$ cat src/filter_cfg_pkg.sv
`default_nettype none
package filter_cfg_pkg;
    localparam int CFG_WIDTH        = 16;
    localparam int BIT_SINGLE       = 15;
    localparam int RATE_HI          = 14;
    localparam int RATE_LO          = 13;
    localparam int BIT_DECIMATE     = 12;
    localparam int ROLE_HI          = 11;
    localparam int ROLE_LO          = 10;
    localparam int BIT_BANK_BY_WORD = 7;
    localparam int BIT_BANK_UPPER   = 6;
    localparam int BIT_BANK_ALT     = 5;
    localparam int BIT_CASCADE      = 4;
    localparam logic [15:0] CFG_RESERVED_MASK = 16'h030F;
    localparam logic [15:0] CFG_RESET         = 16'h0000;
    localparam int EPROM_CFG_BYTES  = 2;
    localparam int DIV_WIDTH        = 3;
    typedef enum logic [1:0] {
        FILTER_DUAL_INDEPENDENT,
        FILTER_DUAL_CASCADE,
        FILTER_SINGLE
    } filter_mode_e;
endpackage
`default_nettype wire

$ cat src/sample_tick_if.sv
`timescale 1ns/1ps
`default_nettype none
interface sample_tick_if;
    logic [1:0] rate_sel;
    logic       tick;
    modport gen (input rate_sel, output tick);
    modport use_side (output rate_sel, input tick);
endinterface
`default_nettype wire

$ cat src/sample_tick_gen.sv
`timescale 1ns/1ps
`default_nettype none
module sample_tick_gen (
    input  wire logic      clk_in,
    input  wire logic      rst_n_in,
    sample_tick_if.gen     tk
);
    logic [filter_cfg_pkg::DIV_WIDTH-1:0] cnt_q;
    logic [filter_cfg_pkg::DIV_WIDTH-1:0] cnt_d;
    logic [filter_cfg_pkg::DIV_WIDTH-1:0] limit;
    logic                                 tick_q;
    logic                                 tick_d;

    // Divide by 1, 2, 4 or 8 of the system clock
    always_comb begin
        limit = 3'((1 << tk.rate_sel) - 1);
        tick_d = (cnt_q >= limit);
        cnt_d = tick_d ? 3'h0 : 3'(cnt_q + 3'h1);
    end

    always_ff @(posedge clk_in) begin
        if (!rst_n_in) begin
            cnt_q  <= 3'h0;
            tick_q <= 1'b0;
        end else begin
            cnt_q  <= cnt_d;
            tick_q <= tick_d;
        end
    end

    assign tk.tick = tick_q;
endmodule
`default_nettype wire

$ cat src/filter_configuration.sv
// What this block does
// - One 16-bit word holds all configuration and governs both networks.
// - A written word lands in a pending copy and leaves the active copy alone.
// - A toggle of the bank-swap signal moves the pending copy to active.
// - The first word written after reset goes straight into the active copy.
// - Bit 15 picks single filter, else bit 4 picks independent or cascade.
// - Bits 14:13 divide the sample rate by 1, 2, 4 or 8.
// - Bit 12 enables decimation by two.
// - Bits 11:10 give the cascade role of the device.
// - Bit 7 clear follows the bank pin, set follows bit 6.
// - With bit 7 set and bit 5 clear, bit 6 picks lower or upper bank.
// - Bit 5 set alternates banks every sample clock regardless of 7 and 6.
// - The EPROM loader drives the word select high for the first two bytes.
`timescale 1ns/1ps
`default_nettype none
module filter_configuration (
    input  wire logic        MCLK_IN,
    input  wire logic        RESETN_IN,
    input  wire logic        WRITE_EN_IN,
    input  wire logic        BYTE_MODE_IN,
    input  wire logic        BYTE_HIGH_IN,
    input  wire logic [15:0] WDATA_IN,
    input  wire logic        CONFIG_WORD_SELECT_IN,
    input  wire logic        EPROM_LOAD_IN,
    input  wire logic        EPROM_BYTE_STROBE_IN,
    input  wire logic        BANK_SWAP_IN,
    input  wire logic        BANK_PIN_IN,
    output logic             CONFIG_WORD_SELECT_OUT,
    output logic [15:0]      ACTIVE_CFG_OUT,
    output logic [15:0]      PENDING_CFG_OUT,
    output logic [1:0]       FILTER_MODE_OUT,
    output logic [1:0]       RATE_SEL_OUT,
    output logic             DECIMATE_OUT,
    output logic [1:0]       ROLE_OUT,
    output logic             UPPER_BANK_OUT,
    output logic             SAMPLE_TICK_OUT,
    output logic             RESERVED_ERR_OUT
);
    // ------------------------------------------------------------
    // Word capture
    // ------------------------------------------------------------
    logic [15:0] pending_q, pending_d;
    logic [15:0] active_q, active_d;
    logic        first_q, first_d;
    logic        swap_s_q, swap_s_d;
    logic        swap_pend_q, swap_pend_d;
    logic        low_ok_q, low_ok_d;
    logic [1:0]  ebytes_q, ebytes_d;
    logic        ccs_q, ccs_d;
    logic        alt_q, alt_d;
    logic        bank_q, bank_d;
    logic        rerr_q, rerr_d;
    logic [15:0] word;
    logic        word_done;
    logic        cfg_wr;

    // Sample tick divider runs off the active rate field
    sample_tick_if tk ();

    sample_tick_gen u_tick (
        .clk_in   (MCLK_IN),
        .rst_n_in (RESETN_IN),
        .tk       (tk)
    );

    // Rate divider follows the active copy only
    assign tk.rate_sel = active_q[filter_cfg_pkg::RATE_HI:
                                  filter_cfg_pkg::RATE_LO];

    always_comb begin
        pending_d   = pending_q;
        active_d    = active_q;
        first_d     = first_q;
        low_ok_d    = low_ok_q;
        ebytes_d    = ebytes_q;
        word        = pending_q;
        word_done   = 1'b0;
        rerr_d      = rerr_q;
        // Byte count restarts whenever the loader role is dropped
        if (!EPROM_LOAD_IN) begin
            ebytes_d = 2'h0;
        end
        // A host write is ignored while the device runs its own loader
        cfg_wr = EPROM_LOAD_IN ? (EPROM_BYTE_STROBE_IN && ccs_q)
                               : (WRITE_EN_IN && CONFIG_WORD_SELECT_IN);
        if (EPROM_LOAD_IN && EPROM_BYTE_STROBE_IN && ccs_q) begin
            ebytes_d = 2'(ebytes_q + 2'h1);
        end
        // Select high for the first two EPROM byte transfers; it drops
        // straight after the second, so a following strobe is a coefficient
        ccs_d = EPROM_LOAD_IN &&
                (ebytes_d < 2'(filter_cfg_pkg::EPROM_CFG_BYTES));
        // Bytes arrive low first; the word completes on the high byte
        if (cfg_wr) begin
            if (EPROM_LOAD_IN || BYTE_MODE_IN) begin
                if (EPROM_LOAD_IN ? ebytes_q[0] : BYTE_HIGH_IN) begin
                    word = {WDATA_IN[7:0], pending_q[7:0]};
                    word_done = low_ok_q;
                    low_ok_d  = 1'b0;
                end else begin
                    word = {pending_q[15:8], WDATA_IN[7:0]};
                    low_ok_d = 1'b1;
                end
            end else begin
                word = WDATA_IN;
                word_done = 1'b1;
            end
            pending_d = word;
        end
        if (word_done) begin
            // Writer owns the reserved bits; flag but do not block
            rerr_d = |(word & filter_cfg_pkg::CFG_RESERVED_MASK);
            if (first_q) begin
                active_d = word;
                first_d  = 1'b0;
            end
        end
        // Transfer one cycle after the detected toggle; the sampler resets
        // low, so a swap level held high at release counts as a toggle
        swap_s_d    = BANK_SWAP_IN;
        swap_pend_d = (swap_s_q != BANK_SWAP_IN);
        if (swap_pend_q) begin
            active_d = pending_q;
        end
    end

    // Registers only; every next value comes from the block above
    always_ff @(posedge MCLK_IN) begin
        if (!RESETN_IN) begin
            pending_q   <= filter_cfg_pkg::CFG_RESET;
            active_q    <= filter_cfg_pkg::CFG_RESET;
            first_q     <= 1'b1;
            swap_s_q    <= 1'b0;
            swap_pend_q <= 1'b0;
            low_ok_q    <= 1'b0;
            ebytes_q    <= 2'h0;
            ccs_q       <= 1'b0;
            rerr_q      <= 1'b0;
        end else begin
            pending_q   <= pending_d;
            active_q    <= active_d;
            first_q     <= first_d;
            swap_s_q    <= swap_s_d;
            swap_pend_q <= swap_pend_d;
            low_ok_q    <= low_ok_d;
            ebytes_q    <= ebytes_d;
            ccs_q       <= ccs_d;
            rerr_q      <= rerr_d;
        end
    end

    // ------------------------------------------------------------
    // Bank selection
    // ------------------------------------------------------------
    always_comb begin
        alt_d  = alt_q;
        if (tk.tick) begin
            alt_d = !alt_q;
        end
        // Alternation takes priority over both the pin and bit 6
        if (active_q[filter_cfg_pkg::BIT_BANK_ALT]) begin
            bank_d = alt_q;
        end else if (active_q[filter_cfg_pkg::BIT_BANK_BY_WORD]) begin
            bank_d = active_q[filter_cfg_pkg::BIT_BANK_UPPER];
        end else begin
            bank_d = BANK_PIN_IN;
        end
    end

    always_ff @(posedge MCLK_IN) begin
        if (!RESETN_IN) begin
            alt_q  <= 1'b0;
            bank_q <= 1'b0;
        end else begin
            alt_q  <= alt_d;
            bank_q <= bank_d;
        end
    end

    // ------------------------------------------------------------
    // Decoded outputs
    // ------------------------------------------------------------
    // Mode is registered so the networks see one settled code per cycle
    logic [1:0] mode_q;
    logic [1:0] mode_d;

    always_comb begin
        if (active_q[filter_cfg_pkg::BIT_SINGLE]) begin
            mode_d = 2'(filter_cfg_pkg::FILTER_SINGLE);
        end else if (active_q[filter_cfg_pkg::BIT_CASCADE]) begin
            mode_d = 2'(filter_cfg_pkg::FILTER_DUAL_CASCADE);
        end else begin
            mode_d = 2'(filter_cfg_pkg::FILTER_DUAL_INDEPENDENT);
        end
    end

    always_ff @(posedge MCLK_IN) begin
        if (!RESETN_IN) begin
            mode_q <= 2'(filter_cfg_pkg::FILTER_DUAL_INDEPENDENT);
        end else begin
            mode_q <= mode_d;
        end
    end

    // Mode, rate, decimation and role fields come from the single active word
    assign ACTIVE_CFG_OUT  = active_q;
    assign PENDING_CFG_OUT = pending_q;
    assign FILTER_MODE_OUT = mode_q;
    assign RATE_SEL_OUT    = active_q[filter_cfg_pkg::RATE_HI:
                                      filter_cfg_pkg::RATE_LO];
    assign DECIMATE_OUT    = active_q[filter_cfg_pkg::BIT_DECIMATE];
    assign ROLE_OUT        = active_q[filter_cfg_pkg::ROLE_HI:
                                      filter_cfg_pkg::ROLE_LO];
    assign UPPER_BANK_OUT  = bank_q;
    assign SAMPLE_TICK_OUT = tk.tick;
    assign RESERVED_ERR_OUT = rerr_q;
    assign CONFIG_WORD_SELECT_OUT = ccs_q;
endmodule
`default_nettype wire

$ cat config.mk
export PLATFORM = sky130hd
export DESIGN_NAME = filter_configuration
export DESIGN_NICKNAME = d
export VERILOG_FILES = /design/src/filter_cfg_pkg.sv /design/src/sample_tick_if.sv /design/src/sample_tick_gen.sv /design/src/filter_configuration.sv
export SDC_FILE = /design/constraint.sdc
export NUM_CORES = 1
export LEC_CHECK = 0
export ABC_AREA = 1
export BUFFER_PORTS_ARGS = -buffer_cell sky130_fd_sc_hd__buf_2
export CAP_MARGIN = 40
export CORE_ASPECT_RATIO = 1.25
export CORE_MARGIN = 4
export CORE_UTILIZATION = 56
export CTS_BUF_LIST = sky130_fd_sc_hd__clkbuf_16
export CTS_CLUSTER_DIAMETER = 60
export DETAILED_ROUTE_END_ITERATION = 10
export PLACE_DENSITY = 0.9
export SYNTH_ARGS = -nofsm -noshare
export SYNTH_HDL_FRONTEND = slang
export SYNTH_HIERARCHICAL = 1
export SYNTH_SLANG_ARGS = --single-unit
$ cat constraint.sdc
create_clock -name MCLK_IN -period 3.8 [get_ports MCLK_IN]
set_input_delay 0.76 -clock MCLK_IN [delete_from_list [all_inputs] [get_ports MCLK_IN]]
set_output_delay 0.76 -clock MCLK_IN [all_outputs]
set_load 0.02 [all_outputs]
After elaboration in Yosys (flattened, before gate mapping)
Index checks and enable logic that the tools add are counted.
Word-level totals
  flip-flop bits (word level): 48
  input bits: 26
  logic and storage cells: 55
Cells by class
  add/subtract/negate cells: 3
  magnitude comparators: 2
  eq/ne operators: 1
  shift-type cells: 1
  multiplexer cells: 18
  bitwise gates (word level): 1
  reduce and logical (&&, ||, !) cells: 14
Operators with widths (number)
  $mux 16: 6
  $mux 1: 9
  $mux 2: 3
  $reduce_or 6->1: 1
  $logic_and 1x1->1: 5
  $reduce_and 2->1: 2
  $reduce_bool 2->1: 2
  $reduce_or 2->1: 2
  $add 3x1->3 const B: 1
  $ge 3x3->1: 1
  $shl 1x2->3 const A: 1
  $sub 3x2->3 const B: 1
  $add 2x1->2 const B: 1
  $lt 2x2->1 const B: 1
  $logic_not 1->1: 1
  $logic_or 1x1->1: 1
  $ne 1x1->1: 1
  $not 1->1: 1

Depth between registers and ports, before layout
  depth after elaboration: 7
  gate-level depth with buffers: 13

Modules after synthesis
The synthesis kept the hierarchy.
Modules (own cells, without submodules)
  filter_configuration: instances 1, cells an instance 328, area each 2253.4 sq um, seq. area each 880.8 sq um
  sample_tick_gen: instances 1, cells an instance 25, area each 216.5 sq um, seq. area each 80.1 sq um

Least setup slack after synthesis
No wires, ideal clock.
  path kind: input to register
  start point: in EPROM_LOAD_IN
  end point: reg active_q[5] (netlist: ACTIVE_CFG_OUT[5])
  setup time: 0.128 ns
  arrival time: 1.713 ns
  data required time: 3.672 ns
  slack: 1.960 ns
  stages: 10
  buffers on the path: 2
  cell sequence: buf_6 nor2_8 inv_2 nand2_4 nand2_4 buf_6 o21ai_1 nor2_1 nor2_1 nor2_1
On the way
  word-level cells in the longest chain between the ends: 7
Ends and longest elaborated chain
  start, declared: line filter_configuration.sv:24  | input wire logic EPROM_LOAD_IN,
  $mux 1: line filter_configuration.sv:96  | if (EPROM_LOAD_IN ? ebytes_q[0] : BYTE_HIGH_IN) begin
  $mux 16: line filter_configuration.sv:96
  $mux 16: line filter_configuration.sv:95  | if (EPROM_LOAD_IN || BYTE_MODE_IN) begin
  $mux 16
  $mux 16: line filter_configuration.sv:113  | if (first_q) begin
  $mux 16: line filter_configuration.sv:110  | if (word_done) begin
  $mux 16: line filter_configuration.sv:122  | if (swap_pend_q) begin
  end signal, assigned: line filter_configuration.sv:131  | active_q <= filter_cfg_pkg::CFG_RESET;
  end signal, assigned: line filter_configuration.sv:141  | active_q <= active_d;
  end, declared: line filter_configuration.sv:43  | logic [15:0] active_q, active_d;
Parallel ways exist; a longest one is shown, timed or not. The select of a mux whose other input is x is not followed.
A chain may end at the register's enable or synchronous reset.

Final worst setup path
  start point: reg swap_pend_q
  end point: reg active_q[3] (netlist: ACTIVE_CFG_OUT[3])
On the way
  word-level cells in the longest chain between the ends: 2
Ends and longest elaborated chain
  start, declared: line filter_configuration.sv:46  | logic swap_pend_q, swap_pend_d;
  start signal, assigned: line filter_configuration.sv:144  | swap_pend_q <= swap_pend_d;
  $reduce_bool 2->1 (no line)
  $reduce_and 2->1 (no line)
Parallel ways exist; a longest one is shown, timed or not.

==> results.toml <==
[detailed_routing]
route.vias.total = 2400
drtAntennaViolNets = 0
via_per_inst = 5.15
wl_per_cell_um = 13.1
remaining_drc_errors = 0
first_pass_iters = 5
drt_iter0_markers = 173
postRouteWirelength_mm = 6.10

[yosys]
syn_inst = 353
ys_warn_count = 6
synth_area_um2 = 2470
yosysSeqAreaShare_pct = 38.9
synthesis.nets = 383
postSynthAreaPerCell_um2 = 7.00
synth-seq-cells = 48
synth_cell_types = 35

[cells_and_area]
fin_util_pct = 69.2
nFillCells = 374
fin_nets = 440
drive_gt1_share_pct = 25.1
diodes = 0
areaGrowthSynthToFinish_pct = 16.7
final_area_um2 = 2880

[global_routing]
overflow = 0
grt_use_total_pct = 23.3
grt_first_pass_wirelength_mm = 9.88
grt_max_degree = 26
grt_pass1_vias = 2218
grt_antenna_before_repair = 0

[power_and_ir_drop]
power_density_nw_per_um2 = 403
leakage_nw = 1.49
ir_worst_vdd_uv = 260

[critical_path]
critical-path-max-stage-delay_ns = 0.76
critical_path_arrival_ns = 2.56
required_ns = 3.94
slowest_stage = "dfxtp_1"
critPathCaptureType = "flop"
cp_max_fo = 18
path_buf_inv = 1
critical_path_class = "flop to flop"
start_kind = "flop"
crit_path_frequent_cell = "nor2_1"
r2r_setup_slack_ns = 1.38
cp_cell_sequence = "clkinv_1, nand4_2, nor2_1, nor2_1, nor2_1"
critical-path-top-delay-family = "simple AND/OR/NAND/NOR gates"

[place]
pre_cts_ws_ns = 1.47
placed_area_um2 = 2750
place.port_buffers = 68
finalWeightedCongestion = 0.877
dpl.hpwl_mm = 4.46

[floorplanning]
die_y_um = 82.3
rows = 26
die-area_um2 = 5540
coreArea_um2 = 4160
start_util_pct = 59.3
die_w_um = 67.4
ios = 69

[cts]
cts_tree = "done"
clockBufferDepth = 2
worst_skew_pair.late_latency_ns = 0.28
clock-sinks = 48
clk_pin_slew_ns = 0.06
clock-root-buffer = "clkbuf_16"
holdBufCountCts = 0
htreeDepth = 2
cts_resized = 0
numCtsBuffers = 5
postCtsSetupBuffers = 0

[timing]
fin_setup_tns_ns = 0
post-route-min-period_ns = 2.42
slew-limit-headroom_pct = 41.4
hold_violations = 0
fin_crit_sh_pct = 63.7
finClkSkew_ns = 0.00330
setup_viol = 0
fmax_mhz = 413
rsz0062_at_grt = "false"
fin_ws_ns = 1.38
worstMarginPinSlew_ns = 0.878
maxSlewViolCount = 0

[hold_path]
hold_class = "flop to flop"

[run]
drv_cap = 0

[status]
status = "complete, no violations"
[cell families (layout without fill, tap and decap cells)]
family | count (synthesis) | after routing | synth area share, %
AO/OA/AOI/OAI | 36 | 36 | 7.90
XOR/XNOR | 3 | 3 | 1.06
adder cells (fa/ha/maj) | 4 | 4 | 2.03
buffers and inverters | 52 | 109 | 10.8
flip-flops | 48 | 48 | 38.9
multiplexers | 1 | 1 | 0.456
AND/OR/NAND/NOR | 209 | 209 | 38.9
[registers in the layout (all words and copies together), names as in the netlist]
| register | cells |
|---|---|
| u_tick/tk.tick | 1 |
| CONFIG_WORD_SELECT_OUT | 1 |
| swap_s_q | 1 |
| alt_q | 1 |
| first_q | 1 |
| UPPER_BANK_OUT | 1 |
| PENDING_CFG_OUT | 16 |
| FILTER_MODE_OUT | 2 |
| low_ok_q | 1 |
| ebytes_q | 2 |
| u_tick/cnt_q | 3 |
| RESERVED_ERR_OUT | 1 |
| ACTIVE_CFG_OUT | 16 |
| swap_pend_q | 1 |
[cell usage in the layout (no fill, tap or decap), drive strengths merged]
master,instances
o21ai,16
buf,69
nand2,103
ha,4
nand3,33
a21boi,1
a21oi,17
or2,1
clkinv,2
nor3,2
inv,33
mux2,1
xnor2,3
nor2,66
and2,1
clkbuf,5
a211oi,1
dfxtp,48
a21o,1
nand4,1
nand3b,2
[synth_stat cells, drive strengths merged]
| library cell | n | area, µm² |
|---|---|---|
| a211oi | 1 | 7.51 |
| a21boi | 1 | 7.51 |
| a21o | 1 | 7.51 |
| a21oi | 17 | 92.6 |
| and2 | 1 | 6.26 |
| buf | 13 | 108 |
| clkbuf | 6 | 32.5 |
| clkinv | 1 | 3.75 |
| dfxtp | 48 | 961 |
| ha | 4 | 50.1 |
| inv | 32 | 123 |
| mux2 | 1 | 11.3 |
| nand2 | 103 | 449 |
| nand3 | 33 | 180 |
| nand3b | 2 | 15.0 |
| nand4 | 1 | 12.5 |
| nor2 | 66 | 269 |
| nor3 | 2 | 21.3 |
| o21ai | 16 | 80.1 |
| or2 | 1 | 6.26 |
| xnor2 | 3 | 26.3 |
[area by class of cell]
type / count / area, µm² / area share (%)
inverter: 33 / 126 / 4.39
tap: 56 / 70.1 / 2.43
timing repair buffer: 69 / 348 / 12.1
sequential: 48 / 961 / 33.3
multi-input combinational: 253 / 1240 / 43.1
clock buffer: 5 / 125 / 4.34
clock inverter: 2 / 8.76 / 0.304
[metal layers]
metal | wire [µm] | global-route usage, % | vias to the layer above
met1 | 2490 | 29.5 | 1065
met3 | 521 | 5.14 | 9
li1 | - | - | 1216
met5 | 0 | 0 | -
met2 | 3020 | 38.7 | 110
met4 | 72 | 8.32 | 0
[through the flow]
stage / hold WS (ns) / power (mW) / std cells
6_report: 0.450 / 1.16 / 466
5_1_grt: 0.485 / 1.21 / 466
4_1_cts: 0.455 / 1.16 / 466
3_5_place_dp: 0.447 / 0.758 / 459
3_3_place_gp: 0.433 / 0.754 / 459
2_1_floorplan: 0.417 / 0.701 / 353
[path summary, 6_finish.rpt]
path / startpoint / endpoint / cells after the start
hold / removal: u_tick/cnt_q[0] / u_tick/cnt_q[0] / 1
setup / recovery: swap_pend_q / ACTIVE_CFG_OUT[3] / 5
hold reg to reg: u_tick/cnt_q[0] / u_tick/cnt_q[0] / 1
setup reg to reg: swap_pend_q / ACTIVE_CFG_OUT[3] / 5
[power breakdown]
part           leakage, nW  total, mW  internal (mW)  switching (mW)
clock network       0.0709      0.410          0.236           0.174
logic                 1.03      0.198         0.0660           0.132
registers            0.392      0.553          0.529          0.0237
[worst reg2reg max path, stage by stage, from the launching register on]
cell and delay [ns]:
dfxtp_1 0.76, clkinv_1 0.67, nand4_2 0.54, nor2_1 0.12
nor2_1 0.14, nor2_1 0.05
Power figures use the tool's default switching activity.
